[src/rtl/gpc_pkg.sv]
// Package for the group three and four GPIO pin control block
package gpc_pkg;
   localparam int          NUM_PINS     = 8;
   localparam int          ADDR_W       = 12;
   localparam int          DATA_W       = 32;
   localparam int          REG_W        = 8;
   // Register indices; byte address is four times the index
   localparam logic [9:0]  IDX_FAN_B    = 10'h035;
   localparam logic [9:0]  IDX_FAN_A    = 10'h036;
   localparam logic [9:0]  IDX_IR_RX_B  = 10'h037;
   localparam logic [9:0]  IDX_IR_TX_B  = 10'h038;
   localparam logic [9:0]  IDX_KBD_RST  = 10'h039;
   localparam logic [9:0]  IDX_GATE_A20 = 10'h03A;
   localparam logic [9:0]  IDX_DENS0    = 10'h03B;
   localparam logic [9:0]  IDX_DENS1    = 10'h03C;
   localparam logic [9:0]  IDX_OUT_DATA = 10'h041;
   localparam logic [9:0]  IDX_PIN_LVL  = 10'h042;
   localparam logic [9:0]  IDX_IRQ_STAT = 10'h043;
   localparam logic [9:0]  IDX_IRQ_MASK = 10'h044;
   // Control field positions
   localparam int          BIT_DIR      = 0;
   localparam int          BIT_POL      = 1;
   localparam int          BIT_ALT      = 2;
   localparam int          BIT_ALT_HI   = 3;
   localparam int          BIT_OD       = 7;
   localparam int          IRQ_EDGE_BIT = 0;
   localparam int          PIN_DENS1    = 7;
   // Writable bit masks
   localparam logic [7:0]  WMASK_SINGLE = 8'h87;
   localparam logic [7:0]  WMASK_DUAL   = 8'h8F;
   localparam logic [7:0]  IRQ_WMASK    = 8'h01;
   // Two-bit select encodings for the last pin
   localparam logic [1:0]  SEL2_GPIO    = 2'h0;
   localparam logic [1:0]  SEL2_DENS1   = 2'h1;
   localparam logic [1:0]  SEL2_IRQ     = 2'h2;
   // Standby-power defaults, pin 0 first
   localparam logic [7:0]  RST_STBY [NUM_PINS] = '{
      8'h01, 8'h01, 8'h05, 8'h04, 8'h01, 8'h01, 8'h01, 8'h01};
   // Main-power and hard reset defaults; out data and mask defaults load on standby reset only
   localparam logic [7:0]  RST_MAIN_FAN = 8'h00;
   localparam logic [7:0]  RST_MAIN_IRT = 8'h04;
   localparam logic [7:0]  RST_OUT_DATA = 8'h00;
   localparam logic [7:0]  RST_IRQ_MASK = 8'h00;
endpackage : gpc_pkg
[src/rtl/gpc_pin_ctrl.sv]
// GPIO pin control registers, pin muxing and edge interrupt
`timescale 1ns/1ps

// Function
// RQ1: Bit 0 set means input, clear output
// RQ2: Bit 1 set inverts pin signal
// RQ3: Bit 7 set open-drain, clear push-pull
// RQ4: Bit 2 selects alternate function; 6:3 reserved
// RQ5: Offset 35 fan B; 01 standby, 00 main
// RQ6: Offset 36 fan A; 01 standby, 00 main
// RQ7: Offset 37 infrared receive B; resets 05
// RQ8: Offset 38 infrared transmit B; resets 04
// RQ9: Offset 39 keyboard reset; standby default 01
// RQ10: Offset 3A gate A20; standby default 01
// RQ11: Offset 3B density select 0; default 01
// RQ12: Offset 3C two-bit select in bits 3:2
// RQ13: Select 10 gives either-edge interrupt input 2
// RQ14: Reserved bits read zero; others read back
// RQ15: Inversion applies to input and output
module gpc_pin_ctrl
   import gpc_pkg::*;
(
   input  wire logic                pclk,               // APB clock
   input  wire logic                presetn,            // Standby POR, low
   input  wire logic                main_power_reset,   // Main POR/hard rst
   input  wire logic                psel,               // APB select
   input  wire logic                penable,            // APB enable
   input  wire logic                pwrite,             // APB direction
   input  wire logic [ADDR_W-1:0]   paddr,              // APB byte address
   input  wire logic [DATA_W-1:0]   pwdata,             // APB write data
   input  wire logic [3:0]          pstrb,              // APB byte strobes
   output logic      [DATA_W-1:0]   prdata,             // APB read data
   output logic                     pready,             // APB ready
   output logic                     pslverr,            // APB error
   input  wire logic [NUM_PINS-1:0] pin_in,             // Pad input levels
   output logic      [NUM_PINS-1:0] pin_out,            // Pad output levels
   output logic      [NUM_PINS-1:0] pin_oe,             // Pad drive enables
   input  wire logic                fan_speed_out_b,    // Fan B source
   input  wire logic                fan_speed_out_a,    // Fan A source
   input  wire logic                infrared_transmit_b,// IR TX B source
   input  wire logic                keyboard_ctrl_reset_out, // Kbd reset src
   input  wire logic                gate_a20_out,       // Gate A20 source
   input  wire logic                drive_density_sel0, // Density 0 source
   input  wire logic                drive_density_sel1, // Density 1 source
   output logic                     infrared_receive_b, // IR RX B to port
   output logic                     irq                 // Interrupt level
);

   logic [7:0]          ctrl_ff [NUM_PINS];
   logic [7:0]          out_data_ff;
   logic [7:0]          irq_stat_ff;
   logic [7:0]          irq_mask_ff;
   logic [NUM_PINS-1:0] pin_meta_ff;
   logic [NUM_PINS-1:0] pin_sync_ff;
   logic [1:0]          mrst_sync_ff;
   logic                edge_prev_ff;
   logic                edge_armed_ff;
   logic [DATA_W-1:0]   prdata_ff;
   logic                pready_ff;
   logic                pslverr_ff;
   logic [NUM_PINS-1:0] pin_out_ff;
   logic [NUM_PINS-1:0] pin_oe_ff;
   logic                ir_rx_ff;
   logic                irq_ff;

   logic [NUM_PINS-1:0] alt_src;
   logic [NUM_PINS-1:0] alt_sel;
   logic [NUM_PINS-1:0] pin_level;
   logic [NUM_PINS-1:0] nxt_pin_out;
   logic [NUM_PINS-1:0] nxt_pin_oe;
   logic [9:0]          word_idx;
   logic                acc_write;
   logic                setup;
   logic                edge_mode;
   logic                edge_event;
   logic [7:0]          nxt_irq_stat;
   logic [7:0]          wr_byte;
   logic [DATA_W-1:0]   nxt_prdata;
   logic                nxt_pslverr;

   // Writable bits of a pin control register
   function automatic logic [7:0] ctrl_wmask(input int pin);
      if (pin == PIN_DENS1) begin
         return WMASK_DUAL;                                      // RQ12
      end else begin
         return WMASK_SINGLE;                                    // RQ4
      end
   endfunction : ctrl_wmask

   // Pin number for a word index, NUM_PINS when not a pin register
   function automatic int pin_of(input logic [9:0] idx);
      if (idx >= IDX_FAN_B && idx <= IDX_DENS1) begin
         return int'(idx - IDX_FAN_B);
      end else begin
         return NUM_PINS;
      end
   endfunction : pin_of

   assign word_idx  = paddr[11:2];
   assign setup     = psel && !penable && !pready_ff;
   assign acc_write = psel && penable && pready_ff && pwrite;
   assign wr_byte   = pstrb[0] ? pwdata[7:0] : 8'h00;

   // Alternate function sources by pin
   always_comb begin
      alt_src    = '0;
      alt_src[0] = fan_speed_out_b;                              // RQ5
      alt_src[1] = fan_speed_out_a;                              // RQ6
      alt_src[3] = infrared_transmit_b;                          // RQ8
      alt_src[4] = keyboard_ctrl_reset_out;                      // RQ9
      alt_src[5] = gate_a20_out;                                 // RQ10
      alt_src[6] = drive_density_sel0;                           // RQ11
      alt_src[7] = drive_density_sel1;                           // RQ12
   end

   // Alternate select per pin
   always_comb begin
      for (int i = 0; i < NUM_PINS; i++) begin
         alt_sel[i] = ctrl_ff[i][BIT_ALT];                       // RQ4
      end
      alt_sel[PIN_DENS1] =
         (ctrl_ff[PIN_DENS1][BIT_ALT_HI:BIT_ALT] == SEL2_DENS1); // RQ12
   end

   assign edge_mode =
      (ctrl_ff[PIN_DENS1][BIT_ALT_HI:BIT_ALT] == SEL2_IRQ);      // RQ13

   // Pad drive: output mode only, inversion then driver type
   always_comb begin
      logic v;
      v = 1'b0;
      for (int i = 0; i < NUM_PINS; i++) begin
         v = (alt_sel[i] ? alt_src[i] : out_data_ff[i])
             ^ ctrl_ff[i][BIT_POL];                              // RQ2 RQ15
         if (ctrl_ff[i][BIT_DIR] || (i == PIN_DENS1 && edge_mode)) begin
            nxt_pin_out[i] = 1'b0;                               // RQ1
            nxt_pin_oe[i]  = 1'b0;
         end else if (ctrl_ff[i][BIT_OD]) begin
            nxt_pin_out[i] = 1'b0;                               // RQ3
            nxt_pin_oe[i]  = !v;
         end else begin
            nxt_pin_out[i] = v;                                  // RQ3
            nxt_pin_oe[i]  = 1'b1;
         end
      end
   end

   // Input level after polarity
   always_comb begin
      for (int i = 0; i < NUM_PINS; i++) begin
         pin_level[i] = pin_sync_ff[i] ^ ctrl_ff[i][BIT_POL];    // RQ15
      end
   end

   always_ff @(posedge pclk or negedge presetn) begin
      if (!presetn) begin
         pin_meta_ff <= '0;
         pin_sync_ff <= '0;
      end else begin
         pin_meta_ff <= pin_in;
         pin_sync_ff <= pin_meta_ff;
      end
   end

   always_ff @(posedge pclk or negedge presetn) begin
      if (!presetn) begin
         mrst_sync_ff <= '0;
      end else begin
         mrst_sync_ff <= {mrst_sync_ff[0], main_power_reset};
      end
   end

   // Pin control registers
   always_ff @(posedge pclk or negedge presetn) begin
      if (!presetn) begin
         for (int i = 0; i < NUM_PINS; i++) begin
            ctrl_ff[i] <= RST_STBY[i];                   // RQ5 RQ6 RQ7 RQ8
         end
      end else if (mrst_sync_ff[1]) begin
         ctrl_ff[0] <= RST_MAIN_FAN;                             // RQ5
         ctrl_ff[1] <= RST_MAIN_FAN;                             // RQ6
         ctrl_ff[3] <= RST_MAIN_IRT;                             // RQ8
      end else if (acc_write && pin_of(word_idx) < NUM_PINS) begin
         for (int i = 0; i < NUM_PINS; i++) begin
            if (i == pin_of(word_idx)) begin
               ctrl_ff[i] <= wr_byte & ctrl_wmask(i);            // RQ14
            end
         end
      end
   end

   // Output data register
   always_ff @(posedge pclk or negedge presetn) begin
      if (!presetn) begin
         out_data_ff <= RST_OUT_DATA;
      end else if (acc_write && word_idx == IDX_OUT_DATA) begin
         out_data_ff <= wr_byte;
      end
   end

   // Interrupt mask register
   always_ff @(posedge pclk or negedge presetn) begin
      if (!presetn) begin
         irq_mask_ff <= RST_IRQ_MASK;
      end else if (acc_write && word_idx == IDX_IRQ_MASK) begin
         irq_mask_ff <= wr_byte & IRQ_WMASK;
      end
   end

   // Previous level of the interrupt pin
   always_ff @(posedge pclk or negedge presetn) begin
      if (!presetn) begin
         edge_prev_ff <= 1'b0;
      end else begin
         edge_prev_ff <= pin_level[PIN_DENS1];
      end
   end

   // Armed one cycle after mode entry, no false edge on entry
   always_ff @(posedge pclk or negedge presetn) begin
      if (!presetn) begin
         edge_armed_ff <= 1'b0;
      end else begin
         edge_armed_ff <= edge_mode;
      end
   end

   assign edge_event = edge_mode && edge_armed_ff
                       && (pin_level[PIN_DENS1] != edge_prev_ff); // RQ13

   // Sticky status: set wins over write-one-to-clear
   always_comb begin
      nxt_irq_stat = irq_stat_ff;
      if (acc_write && word_idx == IDX_IRQ_STAT) begin
         nxt_irq_stat = irq_stat_ff & ~wr_byte;
      end
      if (edge_event) begin
         nxt_irq_stat[IRQ_EDGE_BIT] = 1'b1;                      // RQ13
      end
      nxt_irq_stat = nxt_irq_stat & IRQ_WMASK;
   end

   always_ff @(posedge pclk or negedge presetn) begin
      if (!presetn) begin
         irq_stat_ff <= '0;
      end else begin
         irq_stat_ff <= nxt_irq_stat;
      end
   end

   // Interrupt level follows the next status under the mask
   always_ff @(posedge pclk or negedge presetn) begin
      if (!presetn) begin
         irq_ff <= 1'b0;
      end else begin
         irq_ff <= |(nxt_irq_stat & irq_mask_ff);
      end
   end

   // Read decode
   always_comb begin
      nxt_prdata  = '0;
      nxt_pslverr = 1'b0;
      if (pin_of(word_idx) < NUM_PINS) begin
         for (int i = 0; i < NUM_PINS; i++) begin
            if (i == pin_of(word_idx)) begin
               nxt_prdata[7:0] = ctrl_ff[i];                     // RQ14
            end
         end
      end else if (word_idx == IDX_OUT_DATA) begin
         nxt_prdata[7:0] = out_data_ff;
      end else if (word_idx == IDX_PIN_LVL) begin
         nxt_prdata[7:0] = pin_level;
      end else if (word_idx == IDX_IRQ_STAT) begin
         nxt_prdata[7:0] = irq_stat_ff;
      end else if (word_idx == IDX_IRQ_MASK) begin
         nxt_prdata[7:0] = irq_mask_ff;
      end else begin
         nxt_pslverr = 1'b1;
      end
   end

   // APB answer: one access cycle, no wait states
   always_ff @(posedge pclk or negedge presetn) begin
      if (!presetn) begin
         pready_ff <= 1'b0;
      end else begin
         pready_ff <= setup;
      end
   end

   // Error flag, only together with ready
   always_ff @(posedge pclk or negedge presetn) begin
      if (!presetn) begin
         pslverr_ff <= 1'b0;
      end else begin
         pslverr_ff <= setup && nxt_pslverr;
      end
   end

   // Read data, zero outside a read access
   always_ff @(posedge pclk or negedge presetn) begin
      if (!presetn) begin
         prdata_ff <= '0;
      end else begin
         if (setup && !pwrite) begin
            prdata_ff <= nxt_prdata;
         end else if (!setup) begin
            prdata_ff <= '0;
         end
      end
   end

   // Pad output levels
   always_ff @(posedge pclk or negedge presetn) begin
      if (!presetn) begin
         pin_out_ff <= '0;
      end else begin
         pin_out_ff <= nxt_pin_out;
      end
   end

   // Pad drive enables
   always_ff @(posedge pclk or negedge presetn) begin
      if (!presetn) begin
         pin_oe_ff <= '0;
      end else begin
         pin_oe_ff <= nxt_pin_oe;
      end
   end

   // Infrared receive B, only when pin 2 is an alternate input
   always_ff @(posedge pclk or negedge presetn) begin
      if (!presetn) begin
         ir_rx_ff <= 1'b0;
      end else begin
         ir_rx_ff <= alt_sel[2] && ctrl_ff[2][BIT_DIR]
                     && pin_level[2];                            // RQ7
      end
   end

   assign prdata             = prdata_ff;
   assign pready             = pready_ff;
   assign pslverr            = pslverr_ff;
   assign pin_out            = pin_out_ff;
   assign pin_oe             = pin_oe_ff;
   assign infrared_receive_b = ir_rx_ff;
   assign irq                = irq_ff;

endmodule : gpc_pin_ctrl

[config.mk]
export PLATFORM = sky130hd
export DESIGN_NAME = gpc_pin_ctrl
export DESIGN_NICKNAME = d
export VERILOG_FILES = /design/src/rtl/gpc_pkg.sv /design/src/rtl/gpc_pin_ctrl.sv
export SDC_FILE = /design/constraint.sdc
export NUM_CORES = 1
export LEC_CHECK = 0
export BUFFER_PORTS_ARGS = -buffer_cell sky130_fd_sc_hd__buf_2
export CORE_UTILIZATION = 53
export DETAILED_ROUTE_END_ITERATION = 6
export HOLD_SLACK_MARGIN = 0.08
export PLACE_DENSITY = 0.8
export SYNTH_ARGS = -nofsm -noshare
export SYNTH_HDL_FRONTEND = slang
export SYNTH_SLANG_ARGS = --single-unit
[constraint.sdc]
create_clock -name pclk -period 1.7 [get_ports pclk]
set_input_delay 0.17 -clock pclk [delete_from_list [all_inputs] [get_ports pclk]]
set_output_delay 0.17 -clock pclk [all_outputs]
set_load 0.03 [all_outputs]
==> results.tsv <==
metric	value	unit
status	complete, no violations	
Post-synth ARST share	100	%
Final Net Count	647	
Crit Path Max Fanout	3	
core area	0.00826	mm²
TNS Setup	0	ns
crit path DAT	1.99	ns
combinational power share	14.4	%
diode count	0	
# setup viols final	0	
gp weighted congestion	0.968	
Peak VDD IR	0.506	mV
power per cell area	733	mW/mm²
Syn Area/Cell	10.2	µm²
clock tree root buffer cell	clkbuf_8	
first-pass GRT wire length	19100	µm
worst min-delay path category	in -> reg	
Synth cell types	65	
Pint	2990	µW
first drt pass iteration count	5	
Tot Pwr	4260	µW
post-synthesis sequential area ratio	50.3	%
Sequential Area	0.00229	mm²
post-route setup slack	0.00487	ns
initial antenna violation count	0	
Fill cells	641	
maximum clock path buffer count	2	
Final Hold Viols	0	
multi-input combinational cell area	0.00225	mm²
main flop type after synthesis	dfrtp_1	
IO Pins	121	
leakage	0.00263	µW
Net Sw Frac	29.8	%
Starting Density	55.1	%
Flop pwr share	51.8	%
final period utilization	99.7	%
Highest Clock Rate	0.590	GHz
Slew Limit Fails	0	
CP Data Required Time	2.00	ns
TritonCTS Buffers	9	
Clk Latency, worst-skew pair	0.38	ns
Congestion Overflow GR	0	
pre-CTS setup slack	-0.417	ns
Post-Route WL	12200	µm
CP endpoint kind	flop	
post-synthesis cell count	447	
WL/cell	17.9	µm
CP startpoint kind	input pin	
number of global-route vias before repair	3780	
min cycle time layout	1.70	ns
Area Overhead vs Synth	27.8	%
DR vias/cell	5.77	
Clock transition at path regs	0.11	ns
synth warn	0	
drc violations	0	
CP Class	in -> reg	
Iter 0 DRT Violations	342	
Netlist Area Pre-Place	0.00455	mm²
worst hold margin	0.105	ns
vias	3948	
H-tree depth	3	
Routed Antenna Nets	0	
die height	94.7	µm
unrepaired setup endpoints after global routing	yes	
Post-Route Skew	0.0152	ns
Post-synth EDFFs	0	
Port Buffer Count	67	
cell row count	33	
post-route cell area	0.00581	mm²
largest net degree at the start of global routing	54	
Net Sw Power	1270	µW
Tot GR Track Use	28.8	%
Die W	94.7	µm
Die Area	0.00896	mm²
share of cells above drive strength 1	33.0	%
flops & latches, synth	91	
CTS tree	yes	
max_cap viols	0	
DP Area	0.00537	mm²
Clock Power Share	33.8	%
clock sink count	91	
hpwl dp	9050	µm
==> state kept, by name, summed over array words and instances, names as in the netlist, 2 cells and up <==
register,cells
out_data_ff,8
mrst_sync_ff,2
pin_meta_ff,8
pin_out,8
prdata,8
pin_sync_ff,8
alt_sel,7
ctrl_ff,26
pin_oe,8
==> cell type report <==
cell class	count	share of cell area (%)
Tap cell	105	2.26
Timing Repair Buffer	134	15.7
Sequential cell	91	39.4
Inverter	7	0.581
Clock buffer	9	2.13
Multi-Input combinational cell	331	38.7
Clock inverter	7	1.21
==> cells by family after synthesis <==
| logic type | Yosys count | synth area share [%] |
|---|---|---|
| and+or+nand+nor | 151 | 17.5 |
| AOI/OAI and AO/OA | 107 | 14.9 |
| DFF | 91 | 50.3 |
| buffers and inverters | 48 | 6.22 |
| muxes | 24 | 5.86 |
| xor gates and xnor gates | 21 | 4.04 |
| adders and majority gates | 4 | 1.10 |
| other | 1 | 0.0824 |
==> per-layer routing <==
layer,vias to the layer above,GRT usage (%),part of all wire (%)
met3,35,6.36,6.6
li1,1785,-,-
met1,1926,38.1,43
met5,-,0,0
met2,202,46.8,48
met4,0,10.2,3.0
==> cell usage after synthesis, types with 9 or more instances <==
cell type | count | area share, %
mux2i_1 | 21 | 4.6
dfstp_2 | 9 | 5.2
o21ai_1 | 13 | 1.4
clkbuf_1 | 11 | 0.91
buf_4 | 24 | 4.0
nor2_1 | 37 | 3.1
o21ai_0 | 21 | 2.3
xor2_1 | 11 | 2.1
nand2_1 | 51 | 4.2
xnor2_1 | 10 | 1.9
a21oi_1 | 27 | 3.0
dfrtp_1 | 82 | 45
==> through the flow <==
step	instances	utilization, %
finish	684	70.4
global route	684	70.4
CTS	683	69.1
detailed placement	653	65.0
global placement	653	65.0
floorplan	470	-
==> critical path: stages <==
cell and delay, ns:
buf_6 0.09, or4b_4 0.53, or4_4 0.44, o31ai_4 0.08
o32ai_2 0.11, a31oi_2 0.26, o221ai_1 0.15, a31oi_1 0.17
==> timing repair <==
| item | CTS | global route |
|---|---|---|
| endpoints found under the hold margin | 96 | 0 |
| setup buffers | 0 | 1 |
| setup endpoints to repair | 7 | 21 |
| pin swaps | 0 | 9 |
| resized for setup | 3 | 22 |
| hold buffers | 14 | 0 |
==> cell usage in the layout, fill, tap and decap left out, types with 3 or more instances in the layout <==
cell type / synthesis / routed
a21oi_1: 27 / 25
a22oi_1: 7 / 7
a31oi_1: 7 / 7
a32oi_1: 3 / 3
and2_1: 5 / 5
buf_2: 4 / 63
buf_4: 24 / 51
buf_6: 1 / 5
clkbuf_8: 0 / 9
conb_1: 1 / 24
dfrtp_1: 82 / 82
dfstp_2: 9 / 9
dlygate4sd3_1: 0 / 14
ha_1: 4 / 3
inv_1: 7 / 5
inv_6: 0 / 3
mux2i_1: 21 / 21
nand2_1: 51 / 48
nand2b_1: 4 / 4
nand3_1: 7 / 4
nand3_4: 2 / 6
nor2_1: 37 / 35
nor2b_1: 5 / 4
nor3_1: 7 / 3
nor3_2: 0 / 4
nor3b_1: 7 / 7
nor4_1: 3 / 3
o21ai_0: 21 / 12
o21ai_1: 13 / 22
o21bai_1: 4 / 4
or2_2: 3 / 3
xnor2_1: 10 / 10
xor2_1: 11 / 11
==> power by group through the flow <==
stage	logic, µW	clock network, µW	registers (µW)
floorplan	329	0	2260
global placement	546	0	2250
detailed placement	556	0	2250
CTS	585	1460	2210
global route	658	1540	2210
finish	613	1440	2210
==> path summary, 6_finish.rpt <==
check                               start             end  slack, ns  depth (start not counted)
min                                  psel       prdata[4]       0.11                          3
max reg2reg                        pready      alt_sel[0]       0.10                          5
max in group asynchronous         presetn      ctrl_ff[0]       0.87                          3
max                              paddr[5]       prdata[2]      0.005                          8
min in group asynchronous         presetn      pin_out[6]       0.20                          2
min reg2reg                pin_meta_ff[4]  pin_sync_ff[4]       0.35                          0
No activity file was read; power rests on OpenSTA's default activity.
